--- src/rtl/audio_ctrl_pkg.sv ---
// Package: register map, field layout, gain coding and carrier types for the
// audio output, gain and clock-divider control bank.
// Assumes a single 100 MHz control clock and a decoded register write/read port.
package audio_ctrl_pkg;

  // ***************************************************************
  // Bus widths and clock
  // ***************************************************************
  localparam int          ADDR_W         = 8;
  localparam int          DATA_W         = 8;
  localparam int          CLOCK_MHZ      = 100;

  // ***************************************************************
  // Register offsets
  // ***************************************************************
  localparam logic [7:0]  ADDR_MIXER     = 8'h00;
  localparam logic [7:0]  ADDR_OUT_CTRL  = 8'h01;
  localparam logic [7:0]  ADDR_ANA_GAIN  = 8'h07;
  localparam logic [7:0]  ADDR_MONO_DAC  = 8'h08;
  localparam logic [7:0]  ADDR_IN_DIV    = 8'h0a;
  localparam logic [7:0]  ADDR_FB_DIV    = 8'h0b;
  localparam logic [7:0]  ADDR_PLL_FRAC  = 8'h0c;
  localparam logic [7:0]  ADDR_OUT_DIV   = 8'h0d;

  // ***************************************************************
  // Implemented-bit masks and reset value
  // ***************************************************************
  localparam logic [7:0]  MASK_MIXER     = 8'h0f;
  localparam logic [7:0]  MASK_OUT_CTRL  = 8'h1f;
  localparam logic [7:0]  MASK_ANA_GAIN  = 8'h3f;
  localparam logic [7:0]  MASK_MONO_DAC  = 8'h7f;
  localparam logic [7:0]  MASK_IN_DIV    = 8'h7f;
  localparam logic [7:0]  MASK_FB_DIV    = 8'hff;
  localparam logic [7:0]  MASK_PLL_FRAC  = 8'hff;
  localparam logic [7:0]  MASK_OUT_DIV   = 8'h0f;
  localparam logic [7:0]  REG_RESET      = 8'h00;

  // ***************************************************************
  // Field positions and widths
  // ***************************************************************
  localparam int          BIT_SPEAKER    = 0;
  localparam int          BIT_HP_LEFT    = 1;
  localparam int          BIT_HP_RIGHT   = 2;
  localparam int          BIT_EARPIECE   = 3;
  localparam int          BIT_CAPLESS    = 4;
  localparam int          BIT_MIX_TOP    = 3;
  localparam int          BIT_HIGH_OSC   = 7;
  localparam int          ANA_L_LSB      = 0;
  localparam int          ANA_R_LSB      = 3;
  localparam int          MONO_LSB       = 0;
  localparam int          DAC_L_LSB      = 3;
  localparam int          DAC_R_LSB      = 5;
  localparam int          FRAC_LSB       = 0;
  localparam int          DITHER_LSB     = 5;
  localparam int          ANA_W          = 3;
  localparam int          MONO_W         = 3;
  localparam int          DAC_W          = 2;
  localparam int          DITHER_W       = 2;
  localparam int          M_W            = 7;
  localparam int          N_W            = 8;
  localparam int          P_W            = 4;
  localparam int          FRAC_W         = 5;

  // ***************************************************************
  // Gain coding (dB) and feedback divider limits
  // ***************************************************************
  localparam int          MONO_BASE_DB   = -12;
  localparam int          ANA_BASE_DB    = -6;
  localparam int          DAC_BASE_DB    = -3;
  localparam int          GAIN_STEP_DB   = 3;
  localparam logic [7:0]  N_FLOOR_RATIO  = 8'h0a;
  localparam logic [7:0]  N_OFF_CODE     = 8'h00;

  // ***************************************************************
  // Carrier types
  // ***************************************************************
  typedef struct packed {
    logic                 en;
    logic [ADDR_W-1:0]    addr;
    logic [DATA_W-1:0]    data;
  } wr_req_t;

  typedef enum logic [1:0] {
    HP_OFF  = 2'b00,
    HP_ON   = 2'b01,
    HP_MUTE = 2'b10
  } hp_state_t;

  typedef struct packed {
    logic                 speaker_on;
    logic                 earpiece_on;
    hp_state_t            hp_left;
    hp_state_t            hp_right;
  } out_state_t;

endpackage : audio_ctrl_pkg

--- src/rtl/audio_output_gain_pll_divider_ctrl.sv ---
// Control register bank for the audio outputs, input gains and PLL dividers.
// Assumes the control serial port is decoded upstream into a one-cycle write
// strobe with address and data, and a read address answered one cycle later.
`timescale 1ns/1ns

// Functional notes
// Speaker and earpiece outputs are on when their enable bit is 1 and off when 0.
// A disabled headphone channel is off without the capless option and muted with it.
// All outputs are forced off while the top mixer-code bit is 0.
// Mono gain code maps -12,-9,-6,-3,0,3,6,9 dB for codes 0 to 7.
// Each analog gain code maps -6 dB at 0 rising 3 dB per step to 15 dB.
// Each DAC gain code maps -3, 0, 3, 6 dB for codes 0 to 3.
// Input divider code 0 is off, otherwise divides by (code+1)/2 up to 64.
// Software keeps the comparison frequency between 0.5 MHz and 5 MHz.
// Feedback code 0 is off, codes 1 to 10 divide by 10, higher codes by the code.
// Software keeps comparison frequency times N under 55 MHz, or 80 MHz on high range.
// Output divider code 0 is off, otherwise divides by (code+1)/2 up to 8.
// Software picks the output divider for the standard audio or USB clocks.
// Effective feedback ratio is integer code plus fraction/32; Fout = Fin*N/(M*P).
// Every control register resets to zero, so outputs and dividers start off.
module audio_output_gain_pll_divider_ctrl (
  input  wire logic                     I_CLOCK,
  input  wire logic                     I_RST,
  input  wire audio_ctrl_pkg::wr_req_t  I_WR_REQ,
  input  wire logic [7:0]               I_RD_ADDR,
  output logic [7:0]                    O_RD_DATA,
  output audio_ctrl_pkg::out_state_t    O_OUT_STATE,
  output logic signed [7:0]             O_MONO_GAIN_DB,
  output logic signed [7:0]             O_ANA_LEFT_GAIN_DB,
  output logic signed [7:0]             O_ANA_RIGHT_GAIN_DB,
  output logic signed [7:0]             O_DAC_LEFT_GAIN_DB,
  output logic signed [7:0]             O_DAC_RIGHT_GAIN_DB,
  output logic                          O_PLL_IN_EN,
  output logic [7:0]                    O_PLL_IN_RATIO_X2,
  output logic                          O_PLL_FB_EN,
  output logic [12:0]                   O_PLL_FB_RATIO_X32,
  output logic [1:0]                    O_PLL_DITHER_LEVEL,
  output logic                          O_HIGH_RANGE_OSC_SEL,
  output logic                          O_PLL_OUT_EN,
  output logic [4:0]                    O_PLL_OUT_RATIO_X2
);
  import audio_ctrl_pkg::*;

  // ***************************************************************
  // Register storage
  // ***************************************************************
  logic [7:0] mixer_mode;
  logic [7:0] output_enable_control;
  logic [7:0] analog_left_right_input_gain;
  logic [7:0] mono_and_dac_input_gain;
  logic [7:0] pll_input_divider;
  logic [7:0] pll_feedback_divider;
  logic [7:0] pll_feedback_fraction;
  logic [7:0] pll_output_divider;
  logic [7:0] next_rd_data;

  function automatic logic hit(input wr_req_t req, input logic [7:0] addr);
    return req.en && (req.addr == addr);
  endfunction : hit

  // Each register clears on reset and keeps only its implemented bits.
  always_ff @(posedge I_CLOCK) begin
    if (I_RST) mixer_mode <= REG_RESET;
    else if (hit(I_WR_REQ, ADDR_MIXER)) mixer_mode <= I_WR_REQ.data & MASK_MIXER;
  end

  always_ff @(posedge I_CLOCK) begin
    if (I_RST) output_enable_control <= REG_RESET;
    else if (hit(I_WR_REQ, ADDR_OUT_CTRL)) begin
      output_enable_control <= I_WR_REQ.data & MASK_OUT_CTRL;
    end
  end

  always_ff @(posedge I_CLOCK) begin
    if (I_RST) analog_left_right_input_gain <= REG_RESET;
    else if (hit(I_WR_REQ, ADDR_ANA_GAIN)) begin
      analog_left_right_input_gain <= I_WR_REQ.data & MASK_ANA_GAIN;
    end
  end

  always_ff @(posedge I_CLOCK) begin
    if (I_RST) mono_and_dac_input_gain <= REG_RESET;
    else if (hit(I_WR_REQ, ADDR_MONO_DAC)) begin
      mono_and_dac_input_gain <= I_WR_REQ.data & MASK_MONO_DAC;
    end
  end

  always_ff @(posedge I_CLOCK) begin
    if (I_RST) pll_input_divider <= REG_RESET;
    else if (hit(I_WR_REQ, ADDR_IN_DIV)) pll_input_divider <= I_WR_REQ.data & MASK_IN_DIV;
  end

  always_ff @(posedge I_CLOCK) begin
    if (I_RST) pll_feedback_divider <= REG_RESET;
    else if (hit(I_WR_REQ, ADDR_FB_DIV)) pll_feedback_divider <= I_WR_REQ.data & MASK_FB_DIV;
  end

  always_ff @(posedge I_CLOCK) begin
    if (I_RST) pll_feedback_fraction <= REG_RESET;
    else if (hit(I_WR_REQ, ADDR_PLL_FRAC)) begin
      pll_feedback_fraction <= I_WR_REQ.data & MASK_PLL_FRAC;
    end
  end

  always_ff @(posedge I_CLOCK) begin
    if (I_RST) pll_output_divider <= REG_RESET;
    else if (hit(I_WR_REQ, ADDR_OUT_DIV)) pll_output_divider <= I_WR_REQ.data & MASK_OUT_DIV;
  end

  // ***************************************************************
  // Read-back
  // ***************************************************************
  // Unmapped addresses read as zero rather than stale data.
  always_comb begin
    case (I_RD_ADDR)
      ADDR_MIXER:    next_rd_data = mixer_mode;
      ADDR_OUT_CTRL: next_rd_data = output_enable_control;
      ADDR_ANA_GAIN: next_rd_data = analog_left_right_input_gain;
      ADDR_MONO_DAC: next_rd_data = mono_and_dac_input_gain;
      ADDR_IN_DIV:   next_rd_data = pll_input_divider;
      ADDR_FB_DIV:   next_rd_data = pll_feedback_divider;
      ADDR_PLL_FRAC: next_rd_data = pll_feedback_fraction;
      ADDR_OUT_DIV:  next_rd_data = pll_output_divider;
      default:       next_rd_data = 8'h00;
    endcase
  end

  always_ff @(posedge I_CLOCK) begin
    if (I_RST) O_RD_DATA <= REG_RESET;
    else O_RD_DATA <= next_rd_data;
  end

  // ***************************************************************
  // Output enables
  // ***************************************************************
  logic mixer_code_top_bit;
  logic speaker_out_en;
  logic earpiece_out_en;
  logic headphone_left_out_en;
  logic headphone_right_out_en;
  logic capless_headphone_sel;

  assign mixer_code_top_bit     = mixer_mode[BIT_MIX_TOP];
  assign speaker_out_en         = output_enable_control[BIT_SPEAKER];
  assign earpiece_out_en        = output_enable_control[BIT_EARPIECE];
  assign headphone_left_out_en  = output_enable_control[BIT_HP_LEFT];
  assign headphone_right_out_en = output_enable_control[BIT_HP_RIGHT];
  assign capless_headphone_sel  = output_enable_control[BIT_CAPLESS];

  // The global gate wins over everything, including the capless mute.
  function automatic hp_state_t hp_decode(input logic gate, input logic en,
                                          input logic capless);
    if (!gate) return HP_OFF;
    else if (en) return HP_ON;
    else if (capless) return HP_MUTE;
    else return HP_OFF;
  endfunction : hp_decode

  always_ff @(posedge I_CLOCK) begin
    if (I_RST) begin
      O_OUT_STATE <= '{speaker_on: 1'b0, earpiece_on: 1'b0, hp_left: HP_OFF, hp_right: HP_OFF};
    end else begin
      O_OUT_STATE.speaker_on  <= mixer_code_top_bit && speaker_out_en;
      O_OUT_STATE.earpiece_on <= mixer_code_top_bit && earpiece_out_en;
      O_OUT_STATE.hp_left     <= hp_decode(mixer_code_top_bit, headphone_left_out_en,
                                           capless_headphone_sel);
      O_OUT_STATE.hp_right    <= hp_decode(mixer_code_top_bit, headphone_right_out_en,
                                           capless_headphone_sel);
    end
  end

  // ***************************************************************
  // Input gains
  // ***************************************************************
  // Mono code 2 decodes on the linear ladder (-6 dB) as the neighbours imply.
  gain_step_decode #(.CODE_W(MONO_W), .BASE_DB(MONO_BASE_DB)) u_mono_gain (
    .i_clock   (I_CLOCK),
    .i_rst     (I_RST),
    .i_code    (mono_and_dac_input_gain[MONO_LSB +: MONO_W]),
    .o_gain_db (O_MONO_GAIN_DB)
  );

  gain_step_decode #(.CODE_W(ANA_W), .BASE_DB(ANA_BASE_DB)) u_ana_left_gain (
    .i_clock   (I_CLOCK),
    .i_rst     (I_RST),
    .i_code    (analog_left_right_input_gain[ANA_L_LSB +: ANA_W]),
    .o_gain_db (O_ANA_LEFT_GAIN_DB)
  );

  gain_step_decode #(.CODE_W(ANA_W), .BASE_DB(ANA_BASE_DB)) u_ana_right_gain (
    .i_clock   (I_CLOCK),
    .i_rst     (I_RST),
    .i_code    (analog_left_right_input_gain[ANA_R_LSB +: ANA_W]),
    .o_gain_db (O_ANA_RIGHT_GAIN_DB)
  );

  gain_step_decode #(.CODE_W(DAC_W), .BASE_DB(DAC_BASE_DB)) u_dac_left_gain (
    .i_clock   (I_CLOCK),
    .i_rst     (I_RST),
    .i_code    (mono_and_dac_input_gain[DAC_L_LSB +: DAC_W]),
    .o_gain_db (O_DAC_LEFT_GAIN_DB)
  );

  gain_step_decode #(.CODE_W(DAC_W), .BASE_DB(DAC_BASE_DB)) u_dac_right_gain (
    .i_clock   (I_CLOCK),
    .i_rst     (I_RST),
    .i_code    (mono_and_dac_input_gain[DAC_R_LSB +: DAC_W]),
    .o_gain_db (O_DAC_RIGHT_GAIN_DB)
  );

  // ***************************************************************
  // PLL dividers
  // ***************************************************************
  half_step_divider_decode #(.CODE_W(M_W)) u_input_div (
    .i_clock    (I_CLOCK),
    .i_rst      (I_RST),
    .i_code     (pll_input_divider[M_W-1:0]),
    .o_enable   (O_PLL_IN_EN),
    .o_ratio_x2 (O_PLL_IN_RATIO_X2)
  );

  half_step_divider_decode #(.CODE_W(P_W)) u_output_div (
    .i_clock    (I_CLOCK),
    .i_rst      (I_RST),
    .i_code     (pll_output_divider[P_W-1:0]),
    .o_enable   (O_PLL_OUT_EN),
    .o_ratio_x2 (O_PLL_OUT_RATIO_X2)
  );

  logic [N_W-1:0] feedback_int;
  logic [FRAC_W-1:0] feedback_fraction_code;

  assign feedback_fraction_code = pll_feedback_fraction[FRAC_LSB +: FRAC_W];

  // Small codes are clamped to the least ratio the loop can run at.
  always_comb begin
    if (pll_feedback_divider == N_OFF_CODE) feedback_int = '0;
    else if (pll_feedback_divider <= N_FLOOR_RATIO) feedback_int = N_FLOOR_RATIO;
    else feedback_int = pll_feedback_divider;
  end

  // Ratio in 1/32 units: integer part above the 5-bit fraction.
  always_ff @(posedge I_CLOCK) begin
    if (I_RST) begin
      O_PLL_FB_EN        <= 1'b0;
      O_PLL_FB_RATIO_X32 <= '0;
    end else begin
      O_PLL_FB_EN        <= (pll_feedback_divider != N_OFF_CODE);
      O_PLL_FB_RATIO_X32 <= (pll_feedback_divider == N_OFF_CODE) ? 13'h0000
                            : {feedback_int, feedback_fraction_code};
    end
  end

  // The oscillator range only moves the software limit on comparison frequency times N.
  always_ff @(posedge I_CLOCK) begin
    if (I_RST) begin
      O_PLL_DITHER_LEVEL   <= '0;
      O_HIGH_RANGE_OSC_SEL <= 1'b0;
    end else begin
      O_PLL_DITHER_LEVEL   <= pll_feedback_fraction[DITHER_LSB +: DITHER_W];
      O_HIGH_RANGE_OSC_SEL <= pll_feedback_fraction[BIT_HIGH_OSC];
    end
  end
endmodule : audio_output_gain_pll_divider_ctrl

--- src/rtl/gain_step_decode.sv ---
// Linear gain-code decoder: registered dB value = base + code * step.
// Assumes synchronous active-high reset; reset shows the code-zero gain.
`timescale 1ns/1ns
module gain_step_decode #(
  parameter int CODE_W  = 3,
  parameter int BASE_DB = -6
) (
  input  wire logic              i_clock,
  input  wire logic              i_rst,
  input  wire logic [CODE_W-1:0] i_code,
  output logic signed [7:0]      o_gain_db
);
  import audio_ctrl_pkg::*;

  always_ff @(posedge i_clock) begin
    if (i_rst) begin
      o_gain_db <= 8'(BASE_DB);
    end else begin
      o_gain_db <= 8'(BASE_DB + int'(i_code) * GAIN_STEP_DB);
    end
  end

endmodule : gain_step_decode

--- src/rtl/half_step_divider_decode.sv ---
// Half-step divider decoder: code 0 disables, otherwise ratio = (code+1)/2.
// The ratio is carried doubled so that half steps stay exact integers.
`timescale 1ns/1ns
module half_step_divider_decode #(
  parameter int CODE_W = 7
) (
  input  wire logic              i_clock,
  input  wire logic              i_rst,
  input  wire logic [CODE_W-1:0] i_code,
  output logic                   o_enable,
  output logic [CODE_W:0]        o_ratio_x2
);
  import audio_ctrl_pkg::*;

  always_ff @(posedge i_clock) begin
    if (i_rst) begin
      o_enable   <= 1'b0;
      o_ratio_x2 <= '0;
    end else if (i_code == '0) begin
      o_enable   <= 1'b0;
      o_ratio_x2 <= '0;
    end else begin
      o_enable   <= 1'b1;
      o_ratio_x2 <= (CODE_W+1)'(i_code) + (CODE_W+1)'(1);
    end
  end

endmodule : half_step_divider_decode

--- config.mk ---
export PLATFORM = sky130hd
export DESIGN_NAME = audio_output_gain_pll_divider_ctrl
export DESIGN_NICKNAME = d
export VERILOG_FILES = /design/src/rtl/audio_ctrl_pkg.sv /design/src/rtl/audio_output_gain_pll_divider_ctrl.sv /design/src/rtl/gain_step_decode.sv /design/src/rtl/half_step_divider_decode.sv
export SDC_FILE = /design/constraint.sdc
export NUM_CORES = 1
export LEC_CHECK = 0
export BUFFER_PORTS_ARGS = -buffer_cell sky130_fd_sc_hd__buf_4
export CORE_ASPECT_RATIO = 0.75
export CORE_UTILIZATION = 55
export CTS_BUF_LIST = sky130_fd_sc_hd__clkbuf_16
export DETAILED_ROUTE_END_ITERATION = 6
export PLACE_DENSITY_LB_ADDON = 0.15
export SYNTH_ARGS = -nofsm -noshare
export SYNTH_HDL_FRONTEND = slang
export SYNTH_HIERARCHICAL = 1
export SYNTH_SLANG_ARGS = --single-unit
--- constraint.sdc ---
create_clock -name I_CLOCK -period 3.9 [get_ports I_CLOCK]
set_clock_uncertainty 0.05 [all_clocks]
set_input_delay 0.195 -clock I_CLOCK [delete_from_list [all_inputs] [get_ports I_CLOCK]]
set_output_delay 0.195 -clock I_CLOCK [all_outputs]
set_load 0.05 [all_outputs]
==> results of run 1 <==
sequential cells by signal, indices dropped and copies added, names as in the netlist:
name                          flops
O_PLL_FB_RATIO_X32               13
O_RD_DATA                         8
pll_feedback_divider              8
pll_feedback_fraction             8
u_input_div/o_ratio_x2            8
mono_and_dac_input_gain           7
pll_input_divider                 7
u_ana_left_gain/o_gain_db         7
u_ana_right_gain/o_gain_db        7
u_mono_gain/o_gain_db             7
O_OUT_STATE                       6
analog_left_right_input_gain      6
output_enable_control             5
u_output_div/o_ratio_x2           5
mixer_mode                        4
pll_output_divider                4
u_dac_left_gain/o_gain_db         4
u_dac_right_gain/o_gain_db        4
O_PLL_DITHER_LEVEL                2
O_HIGH_RANGE_OSC_SEL              1
O_PLL_FB_EN                       1
u_input_div/o_enable              1
u_output_div/o_enable             1
tightest hold or removal path: stages:
cell	delay, ns
buf_4	0.11
mux2i_1	0.07
nor2_1	0.08
path summary, 6_finish.rpt:
kind	startpoint	end	cells past startpoint
worst max register to register	mono_and_dac_input_gain[1]$_SDFFE_PP0P_	u_mono_gain/o_gain_db[6]$_SDFF_PP1_	8
worst min register to register	mono_and_dac_input_gain[5]$_SDFFE_PP0P_	u_dac_right_gain/o_gain_db[0]$_SDFF_PP1_	1
worst min-delay path	I_WR_REQ[6]	pll_feedback_fraction[6]$_SDFFE_PP0P_	3
worst max-delay path	mono_and_dac_input_gain[1]$_SDFFE_PP0P_	u_mono_gain/o_gain_db[6]$_SDFF_PP1_	8
power by group:
part / switching, W / total [W] / internal, W
Sequential: 0.00000108 / 0.00127 / 0.00127
Combinational: 0.0000580 / 0.0000893 / 0.0000312
Clock: 0.000564 / 0.00170 / 0.00113
Total: 0.000623 / 0.00306 / 0.00243
through the flow:
stage / util, % / instances
finish: 72.6 / 732
floorplan: - / 493
global placement: 65.5 / 700
detailed placement: 65.5 / 700
global route: 72.6 / 732
CTS: 72.6 / 732
layout by cell type (no fill, tap or decap), drive strengths merged, types with 9 or more instances in the layout:
cell / Yosys / routed
a21oi: 19 / 19
a22oi: 9 / 9
and2: 11 / 11
buf: 16 / 112
clkbuf: 17 / 17
dfxtp: 124 / 124
ha: 19 / 19
inv: 20 / 21
mux2i: 56 / 56
nand2b: 12 / 12
nand3: 11 / 11
nor2: 67 / 67
nor2b: 18 / 18
final cells by class:
cell class / count / area, µm² / area share, %
flip-flops and latches: 124 / 2480 / 37.8
multi-input cells: 316 / 2370 / 36.0
repair buffers: 112 / 841 / 12.8
clock buffers: 17 / 425 / 6.47
clock inverters: 15 / 221 / 3.37
well taps: 128 / 160 / 2.44
inverters: 20 / 75.1 / 1.14
cells by family after synthesis:
family,Yosys count
and+or+nand+nor,169
DFF,124
muxes,58
AOI/OAI and AO/OA,57
buffers and inverters,53
adders and majority gates,23
xor gates and xnor gates,9
routing by layer:
layer  routed length [µm]  share of wire (%)  GRT usage, %  vias up
met5                    0                  0             0        -
met4                  142                1.3          9.33        0
met2                 5350                 47          38.0      145
li1                     -                  -             -     1879
met3                  735                6.5          5.07       15
met1                 5080                 45          33.4     1839
==> qor.yml, run 1 <==
run_status: "finished, final reports clean"
synth_top_cell_area_share_pct: 48.6
synth_top_family_by_area: "simple AND/OR/NAND/NOR gates"
io_pins: 113
crit_arrival_ns: 2.47
fin_hold_ws_ns: 0.0265
syn2layout_area_growth_pct: 28.7
vias_per_cell: 5.30
maxCapViolCount: 0
power.total_w: 0.00306
place_hpwl_mm: 7.60
cp_num_buf_inv: 2
dp_slack_ns: 1.55
critPathTopFamily: "adder cells"
worst_slew_pin_slew_ns: 0.964
cts_sinks: 124
cts-hold-fix-buffers: 0
slew_violations: 0
hold_viol_final: 0
antenna_found_initial: 0
r2r_slack_ns: 1.67
end_kind: "flop"
grt_first_pass_wirelength_mm: 18.2
synthFlopType: "dfxtp_1"
setup_ws_ns: 1.67
grt_max_degree: 101
globalRouteOverflowTotal: 0
diodes: 0
synth_area_mm2: 0.00510
min_period_over_period_pct: 57.1
yosysTopAreaCell: "dfxtp_1"
rows: 30
drt_first_pass_iters: 5
synth_fp_nets: 543
synth-edff-count: 0
synth-compound-area-share_pct: 7.87
crit_path_frequent_cell: "ha_1"
drt_iter0_drc: 344
wirelength_mm: 11.3
core_area_mm2: 0.00905
synth.area.top_cells: "dfxtp_1 (49%), mux2i_1 (11%), nor2_1 (4.9%), ha_1 (4.7%), nor2b_1 (2.2%)"
clkLatencyLatePin_ns: 0.41
dpl-instance-area_mm2: 0.00592
die_w_um: 113
num_vias: 3878
start_util_pct: 56.4
cts_root_buf: "clkbuf_16"
n_fill_cell: 666
final_area_mm2: 0.00657
synth_xor_area_share_pct: 1.54
setup_tns_ns: 0
p_leak_nw: 2.75
synth_common_cells: "dfxtp_1 (124), nor2_1 (67), mux2i_1 (56)"
layout_min_cycle_time_ns: 2.23
relSlewSlack_pct: 35.7
avgSynthCellArea_um2: 10.4
min_path_type: "in -> reg"
drc: 0
seq_area_frac_synth_pct: 48.6
htree_num_levels: 4
setup_violations: 0
slowest_stage: "dfxtp_1"
synth.most_common_cell: "dfxtp_1"
slowest_delay_ns: 0.46
irDropWorstVdd_mv: 0.287
path_class: "reg -> reg"
die-area_mm2: 0.00968
ant_nets: 0
crit_path_start_kind: "flop"
die_h_um: 85.4
final_nets: 641
wl_per_cell_um: 15.5
power_density_mw_per_mm2: 465
path_clk_slew_ns: 0.06
gp_routability_congestion: 0.805
crit_chain: "ha_1, inv_1, fa_1, xnor2_1, ha_1, inv_1, ha_1, or2_1"
synthAdderAreaFrac_pct: 6.23
cp_data_required_time_ns: 4.15
post_cts_buffers: 0
ctsResizeCount: 0
port_buffers: 112
synthMuxAreaShare_pct: 11.4
cts-buffers-inserted: 17
max_freq_mhz: 449
yosys.area_share.simple_pct: 19.3
syn_inst: 493
ys_seq_elements: 124
cp_max_fo: 6
tritoncts: "done"
grt_setup_unrepaired: "no"
grt_pass1_vias: 3599
clock_path_buffers: 2
layout-drive-gt1-share_pct: 27.0
synth-warning-count: 6
async_reset_ff_share_pct: 0
grt_usage_pct: 24.4
synth_cell_types: 56
Power figures use the tool's default switching activity.
==> run 2: changes to the inputs <==
CORE_UTILIZATION = 49   (was 55)
clock period = 1.8 ns   (was 3.9 ns; I/O delays follow)
==> run 2 against run 1 <==
Against the previous run: the run now ends with setup timing left; clock-buffer cell count stayed put; critical path type unchanged; register-to-register slack worse by 1.7 ns; sequential share of layout area is 1.8 points lower; sequential power is 120% higher; highest routed layer unchanged; utilization is 2.7 points lower; die area is 12% higher; maximum frequency is 20% higher; clock power is 82% higher; sequential cell count stayed put.
==> qor.yml, run 2 (synthesized netlist as in run 1, its figures left out) <==
run_status: "finished, violations left"
violations: "setup timing"
slowest_stage: "fa_2"
multi_input_area_mm2: 0.00241  # +1.9%
clkLatencyLatePin_ns: 0.40  # about the same
dp_cells: 738  # +5.4%
power_density_mw_per_mm2: 880  # +89%
pwr-share-comb_pct: 3.9  # +1.0 points
io_pins: 113  # unchanged
intPower_w: 0.00483  # +98%
slew_violations: 0  # unchanged
power.total_w: 0.00609  # +99%
syn2layout_area_growth_pct: 35.5
ant_nets: 0  # unchanged
wl_per_cell_um: 15.5  # +0.36%
setup_ws_ns: -0.0504  # -1.72 ns
utilization_pct: 69.9  # -2.7 points
max_freq_mhz: 540  # +20%
crit_chain: "ha_4, inv_4, fa_2, xnor2_2, ha_2, inv_2, ha_4, or2_1"
p_switching_w: 0.00126  # +100%
crit_path_start_kind: "flop"
grt_max_degree: 45  # -55%
globalRouteOverflowTotal: 0  # unchanged
start_util_pct: 51.6  # -4.8 points
path_class: "reg -> reg"
cp_data_required_time_ns: 2.04  # -2.11 ns
final_cells: 781  # +6.7%
setup_violations: 2  # +2
cts_root_buf: "clkbuf_16"
vias_per_cell: 5.16  # -2.6%
die_w_um: 120  # +5.8%
p_leak_nw: 2.96  # +7.6%
maxCapViolCount: 0  # unchanged
die-area_mm2: 0.0108  # +12%
largest_register: "O_PLL_FB_RATIO_X32"
min_path_type: "in -> reg"
die_h_um: 90.4  # +5.8%
grt_first_pass_wirelength_mm: 19.1  # +5.4%
relSlewSlack_pct: 68.1  # +32 points
rows: 31  # +3.3%
drt_first_pass_iters: 5  # unchanged
num_vias: 4029  # +3.9%
tritoncts: "done"
grt_setup_unrepaired: "yes"
cts_sinks: 124  # unchanged
drt_iter0_drc: 234  # -32%
power_frac_clock_pct: 50.9  # -4.6 points
critical_path.startpoint: "mono_and_dac_input_gain[1]$_SDFFE_PP0P_"
layout_commonest_cell: "buf_4"
grt_usage_pct: 23.0  # -1.3 points
switching_share_pct: 20.7  # +0.32 points
crit_path_frequent_cell: "ha_4"
diodes: 0  # unchanged
hp-start: "I_RST"
layout-drive-gt1-share_pct: 32.0  # +5.1 points
grt_pass1_vias: 3789  # +5.3%
port_buffers: 112  # unchanged
path_clk_slew_ns: 0.05  # about the same
antenna_found_initial: 0  # unchanged
crit_arrival_ns: 2.09  # -0.38 ns
r2r_start: "mono_and_dac_input_gain[1]$_SDFFE_PP0P_"
final_nets: 687  # +7.2%
n_fill_cell: 785  # +18%
p_seq_share_pct: 45.2  # +3.6 points
irDropWorstVdd_mv: 0.843  # +190%
dpl-instance-area_mm2: 0.00624  # +5.3%
slowest_delay_ns: 0.40  # -0.06 ns
place_hpwl_mm: 8.43  # +11%
core_area_mm2: 0.00989  # +9.3%
min_period_over_period_pct: 103  # +46 points
wirelength_mm: 12.1  # +7.1%
htree_num_levels: 4  # unchanged
cts-buffers-inserted: 17  # unchanged
worst_slew_pin_slew_ns: 0.478  # -0.486 ns
drc: 0  # unchanged
gp_routability_congestion: 0.834  # +3.6%
final_area_mm2: 0.00692  # +5.3%
hold_viol_final: 0  # unchanged
layout_min_cycle_time_ns: 1.85  # -0.377 ns
end_kind: "flop"
clock_path_buffers: 2  # unchanged
final_cell_mix: "buf_4 (147), dfxtp_1 (120), nor2_1 (67)"
seq_area_mm2: 0.00249  # +0.30%
cp_max_fo: 4  # -2
largest_reg_flops: 13  # unchanged
==> run 2: cell type report <==
cell class | instances | area share [%]
flip-flops and latches | 124 | 36.0
multi-input cells | 316 | 34.9
repair buffers | 158 | 17.8
clock buffers | 17 | 6.15
well taps | 132 | 2.39
clock inverters | 14 | 1.66
inverters | 20 | 1.12
==> run 2: per-stage QoR <==
| stage | worst slack (ns) | setup TNS, ns | hold slack, ns |
|---|---|---|---|
| 3_5_place_dp | -0.191 | -5.24 | 0.326 |
| 6_report | -0.0504 | -0.0600 | 0.0726 |
| 4_1_cts | -0.00672 | -0.00958 | 0.0645 |
| 2_1_floorplan | 0.00637 | 0 | 0.109 |
| 3_3_place_gp | -0.153 | -4.06 | 0.315 |
| 5_1_grt | -0.116 | -0.244 | 0.0786 |
==> run 2: final timing paths <==
kind	slack [ns]	endpoint	cells past startpoint
worst max-delay path	-0.05	u_mono_gain/o_gain_db[6]$_SDFF_PP1_	8
worst min-delay path	0.07	u_output_div/o_ratio_x2[3]$_SDFF_PP0_	2
worst max register to register	-0.05	u_mono_gain/o_gain_db[6]$_SDFF_PP1_	8
worst min register to register	0.42	O_OUT_STATE[3]$_SDFF_PP0_	1
==> run 2: what timing repair did <==
| item | 4_1_cts | 5_1_grt |
|---|---|---|
| setup buffers | 1 | 2 |
| endpoints found under the hold margin | 40 | 0 |
| resized for setup | 2 | 8 |
| hold buffers | 9 | 0 |
| endpoints found under the setup margin | 3 | 4 |
| pin swaps | 1 | 6 |
==> run 2: per-layer routing <==
metal | part of all wire (%) | wire length (µm) | vias up | track usage (%)
li1 | - | - | 1971 | -
met1 | 45 | 5440 | 1891 | 30.2
met2 | 46 | 5630 | 149 | 36.4
met3 | 7.1 | 865 | 18 | 5.62
met4 | 1.4 | 175 | 0 | 8.96
met5 | 0 | 0 | - | 0
==> run 2: worst max-delay path, delay by kind of cell, from the launching register on <==
kind	cells	cell delay, ns
AND/OR/NAND/NOR	1	0.21
XOR/XNOR	1	0.16
adder cells (fa/ha/maj)	4	0.87
flip-flops	1	0.37
buffers and inverters	2	0.08
==> run 2: power groups by stage <==
stage	combinational, W	sequential [W]	clock, W
detailed placement	0.000218	0.00281	0
global route	0.000252	0.00275	0.00328
CTS	0.000235	0.00275	0.00315
finish	0.000239	0.00275	0.00310
global placement	0.000214	0.00281	0
floorplan	0.0000970	0.00281	0
==> run 3: changes to the inputs <==
RECOVER_POWER = 100   (was not set)
==> run 3 against run 2 <==
Against the previous run: the run still ends with setup timing left; sequential power about the same; clock-buffer cell count is the same; maximum frequency is essentially flat; global-route usage unchanged; sequential share of layout area is 2.1 points higher; die area stayed put; setup slack got worse by 0.00088 ns; non-clock buffer count unchanged; combinational power decreased by 4%; critical endpoint unchanged; largest cell class unchanged.
==> qor.yml, run 3 (synthesized netlist as in run 1, its figures left out) <==
core_area_mm2: 0.00989  # unchanged
layout_min_cycle_time_ns: 1.85  # +0.000876 ns
cts_sinks: 124  # unchanged
grt_first_pass_wirelength_mm: 19.1  # unchanged
crit_path_frequent_cell: "ha_4"
hold_viol_final: 0  # unchanged
grt_max_degree: 45  # unchanged
reg2regPathDepth: 8  # unchanged
drc: 0  # unchanged
num_vias: 4049  # +0.50%
die-area_mm2: 0.0108  # unchanged
gp_routability_congestion: 0.834  # unchanged
utilization_pct: 66.1  # -3.8 points
slew_violations: 0  # unchanged
relSlewSlack_pct: 38.0  # -30 points
cts-buffers-inserted: 17  # unchanged
start_util_pct: 51.6  # unchanged
dpl-instance-area_mm2: 0.00624  # unchanged
clock_path_buffers: 2  # unchanged
ant_nets: 0  # unchanged
die_h_um: 90.4  # unchanged
htree_num_levels: 4  # unchanged
wl_per_cell_um: 15.5  # -0.18%
final_cell_mix: "dfxtp_1 (120), clkbuf_1 (95), nor2_1 (67)"
place_hpwl_mm: 8.43  # unchanged
cp_data_required_time_ns: 2.04  # about the same
slowest_delay_ns: 0.40  # about the same
vias_per_cell: 5.18  # +0.50%
setup_ws_ns: -0.0513  # -0.000876 ns
grt_pass1_vias: 3789  # unchanged
antenna_found_initial: 0  # unchanged
cp_num_buf_inv: 2  # unchanged
slowest_stage: "fa_2"
path_clk_slew_ns: 0.05  # about the same
path_class: "reg -> reg"
n_fill_cell: 883  # +12%
cts_root_buf: "clkbuf_16"
grt_usage_pct: 23.0  # unchanged
largest_reg_flops: 13  # unchanged
p_leak_nw: 2.59  # -13%
setup_tns_ns: -0.0577  # +0.00229 ns
syn2layout_area_growth_pct: 28.1
max_freq_mhz: 540  # about the same
worst_slew_pin_slew_ns: 0.930  # +0.452 ns
final_nets: 687  # unchanged
die_w_um: 120  # unchanged
crit_cells: 8  # unchanged
diodes: 0  # unchanged
setup_violations: 2  # unchanged
min_period_over_period_pct: 103  # about the same
globalRouteOverflowTotal: 0  # unchanged
largest_register: "O_PLL_FB_RATIO_X32"
drt_iter0_drc: 240  # +2.6%
clkLatencyLatePin_ns: 0.40  # about the same
crit_arrival_ns: 2.09  # about the same
rows: 31  # unchanged
final_area_mm2: 0.00654  # -5.5%
cp_max_fo: 4  # unchanged
irDropWorstVdd_mv: 0.847  # +0.43%
crit_path_start_kind: "flop"
violations: "setup timing"
layout_commonest_cell: "dfxtp_1"
wirelength_mm: 12.1  # -0.18%
port_buffers: 112  # unchanged
critPathTopFamily: "adder cells"
crit_chain: "ha_4, inv_4, fa_2, xnor2_2, ha_2, inv_2, ha_4, or2_1"
tritoncts: "done"
io_pins: 113  # unchanged
grt_setup_unrepaired: "yes"
whs_path_depth: 4  # +2
end_kind: "flop"
maxCapViolCount: 0  # unchanged
power_density_mw_per_mm2: 929  # +5.5%
drt_first_pass_iters: 4  # -1
run_status: "finished, violations left"
min_path_type: "in -> reg"
layout-drive-gt1-share_pct: 16.9  # -15 points
-- run 3: cell count changes in the layout (fill, tap and decap cells not counted), sizes merged --
cell and delta:
buf -97, clkbuf +97
-- run 3: path summary, 6_finish.rpt --
path                                                              start                                  end  slack [ns]
worst max-delay path            mono_and_dac_input_gain[1]$_SDFFE_PP0P_  u_mono_gain/o_gain_db[6]$_SDFF_PP1_       -0.05
worst min-delay path                                       I_RD_ADDR[6]              O_RD_DATA[7]$_SDFF_PP0_        0.08
worst max register to register  mono_and_dac_input_gain[1]$_SDFFE_PP0P_  u_mono_gain/o_gain_db[6]$_SDFF_PP1_       -0.05
worst min register to register    output_enable_control[1]$_SDFFE_PP0P_            O_OUT_STATE[3]$_SDFF_PP0_        0.42
-- run 3: worst reg2reg max path, delay by kind of cell (launching register included) --
family | cells | cell delay (ns)
xor gates and xnor gates | 1 | 0.16
buffers and inverters | 2 | 0.08
and+or+nand+nor | 1 | 0.21
DFF | 1 | 0.37
adders and majority gates | 4 | 0.87
-- run 3: layout make-up --
type | instances | area (µm²) | area share, %
Sequential cell | 124 | 2490 | 38.1
Multi-Input combinational cell | 316 | 2390 | 36.6
Timing Repair Buffer | 158 | 875 | 13.4
Clock buffer | 17 | 425 | 6.51
Tap cell | 132 | 165 | 2.53
Clock inverter | 14 | 115 | 1.76
Inverter | 20 | 77.6 | 1.19
-- run 3: repair_timing --
action,in CTS,in global routing
pin swaps,1,6
hold buffers,9,0
resized for setup,2,8
setup endpoints to repair,3,4
hold endpoints to repair,40,0
cloned,0,0
buffers inserted,1,2
-- run 3: report_power, final --
group	total (W)	internal, W	switching, W	leakage (nW)
Clock	0.00309	0.00198	0.00111	0.284
Sequential	0.00275	0.00275	0.00000199	1.00
Combinational	0.000229	0.0000904	0.000139	1.30
-- run 3: stage by stage --
| stage | power, W | worst slack [ns] | std cells | hold slack, ns |
|---|---|---|---|---|
| 2_1_floorplan | 0.00291 | 0.00637 | 493 | 0.109 |
| 3_3_place_gp | 0.00302 | -0.153 | 738 | 0.315 |
| 3_5_place_dp | 0.00303 | -0.191 | 738 | 0.326 |
| 4_1_cts | 0.00614 | -0.00672 | 779 | 0.0645 |
| 5_1_grt | 0.00628 | -0.116 | 781 | 0.0830 |
| 6_report | 0.00607 | -0.0513 | 781 | 0.0836 |
-- run 3: metal layers --
metal	wire length [µm]	share of wire [%]	GRT usage, %
met1	5430	45	30.2
met2	5670	47	36.4
met3	874	7.2	5.62
met4	114	0.94	8.96
met5	0	0	0
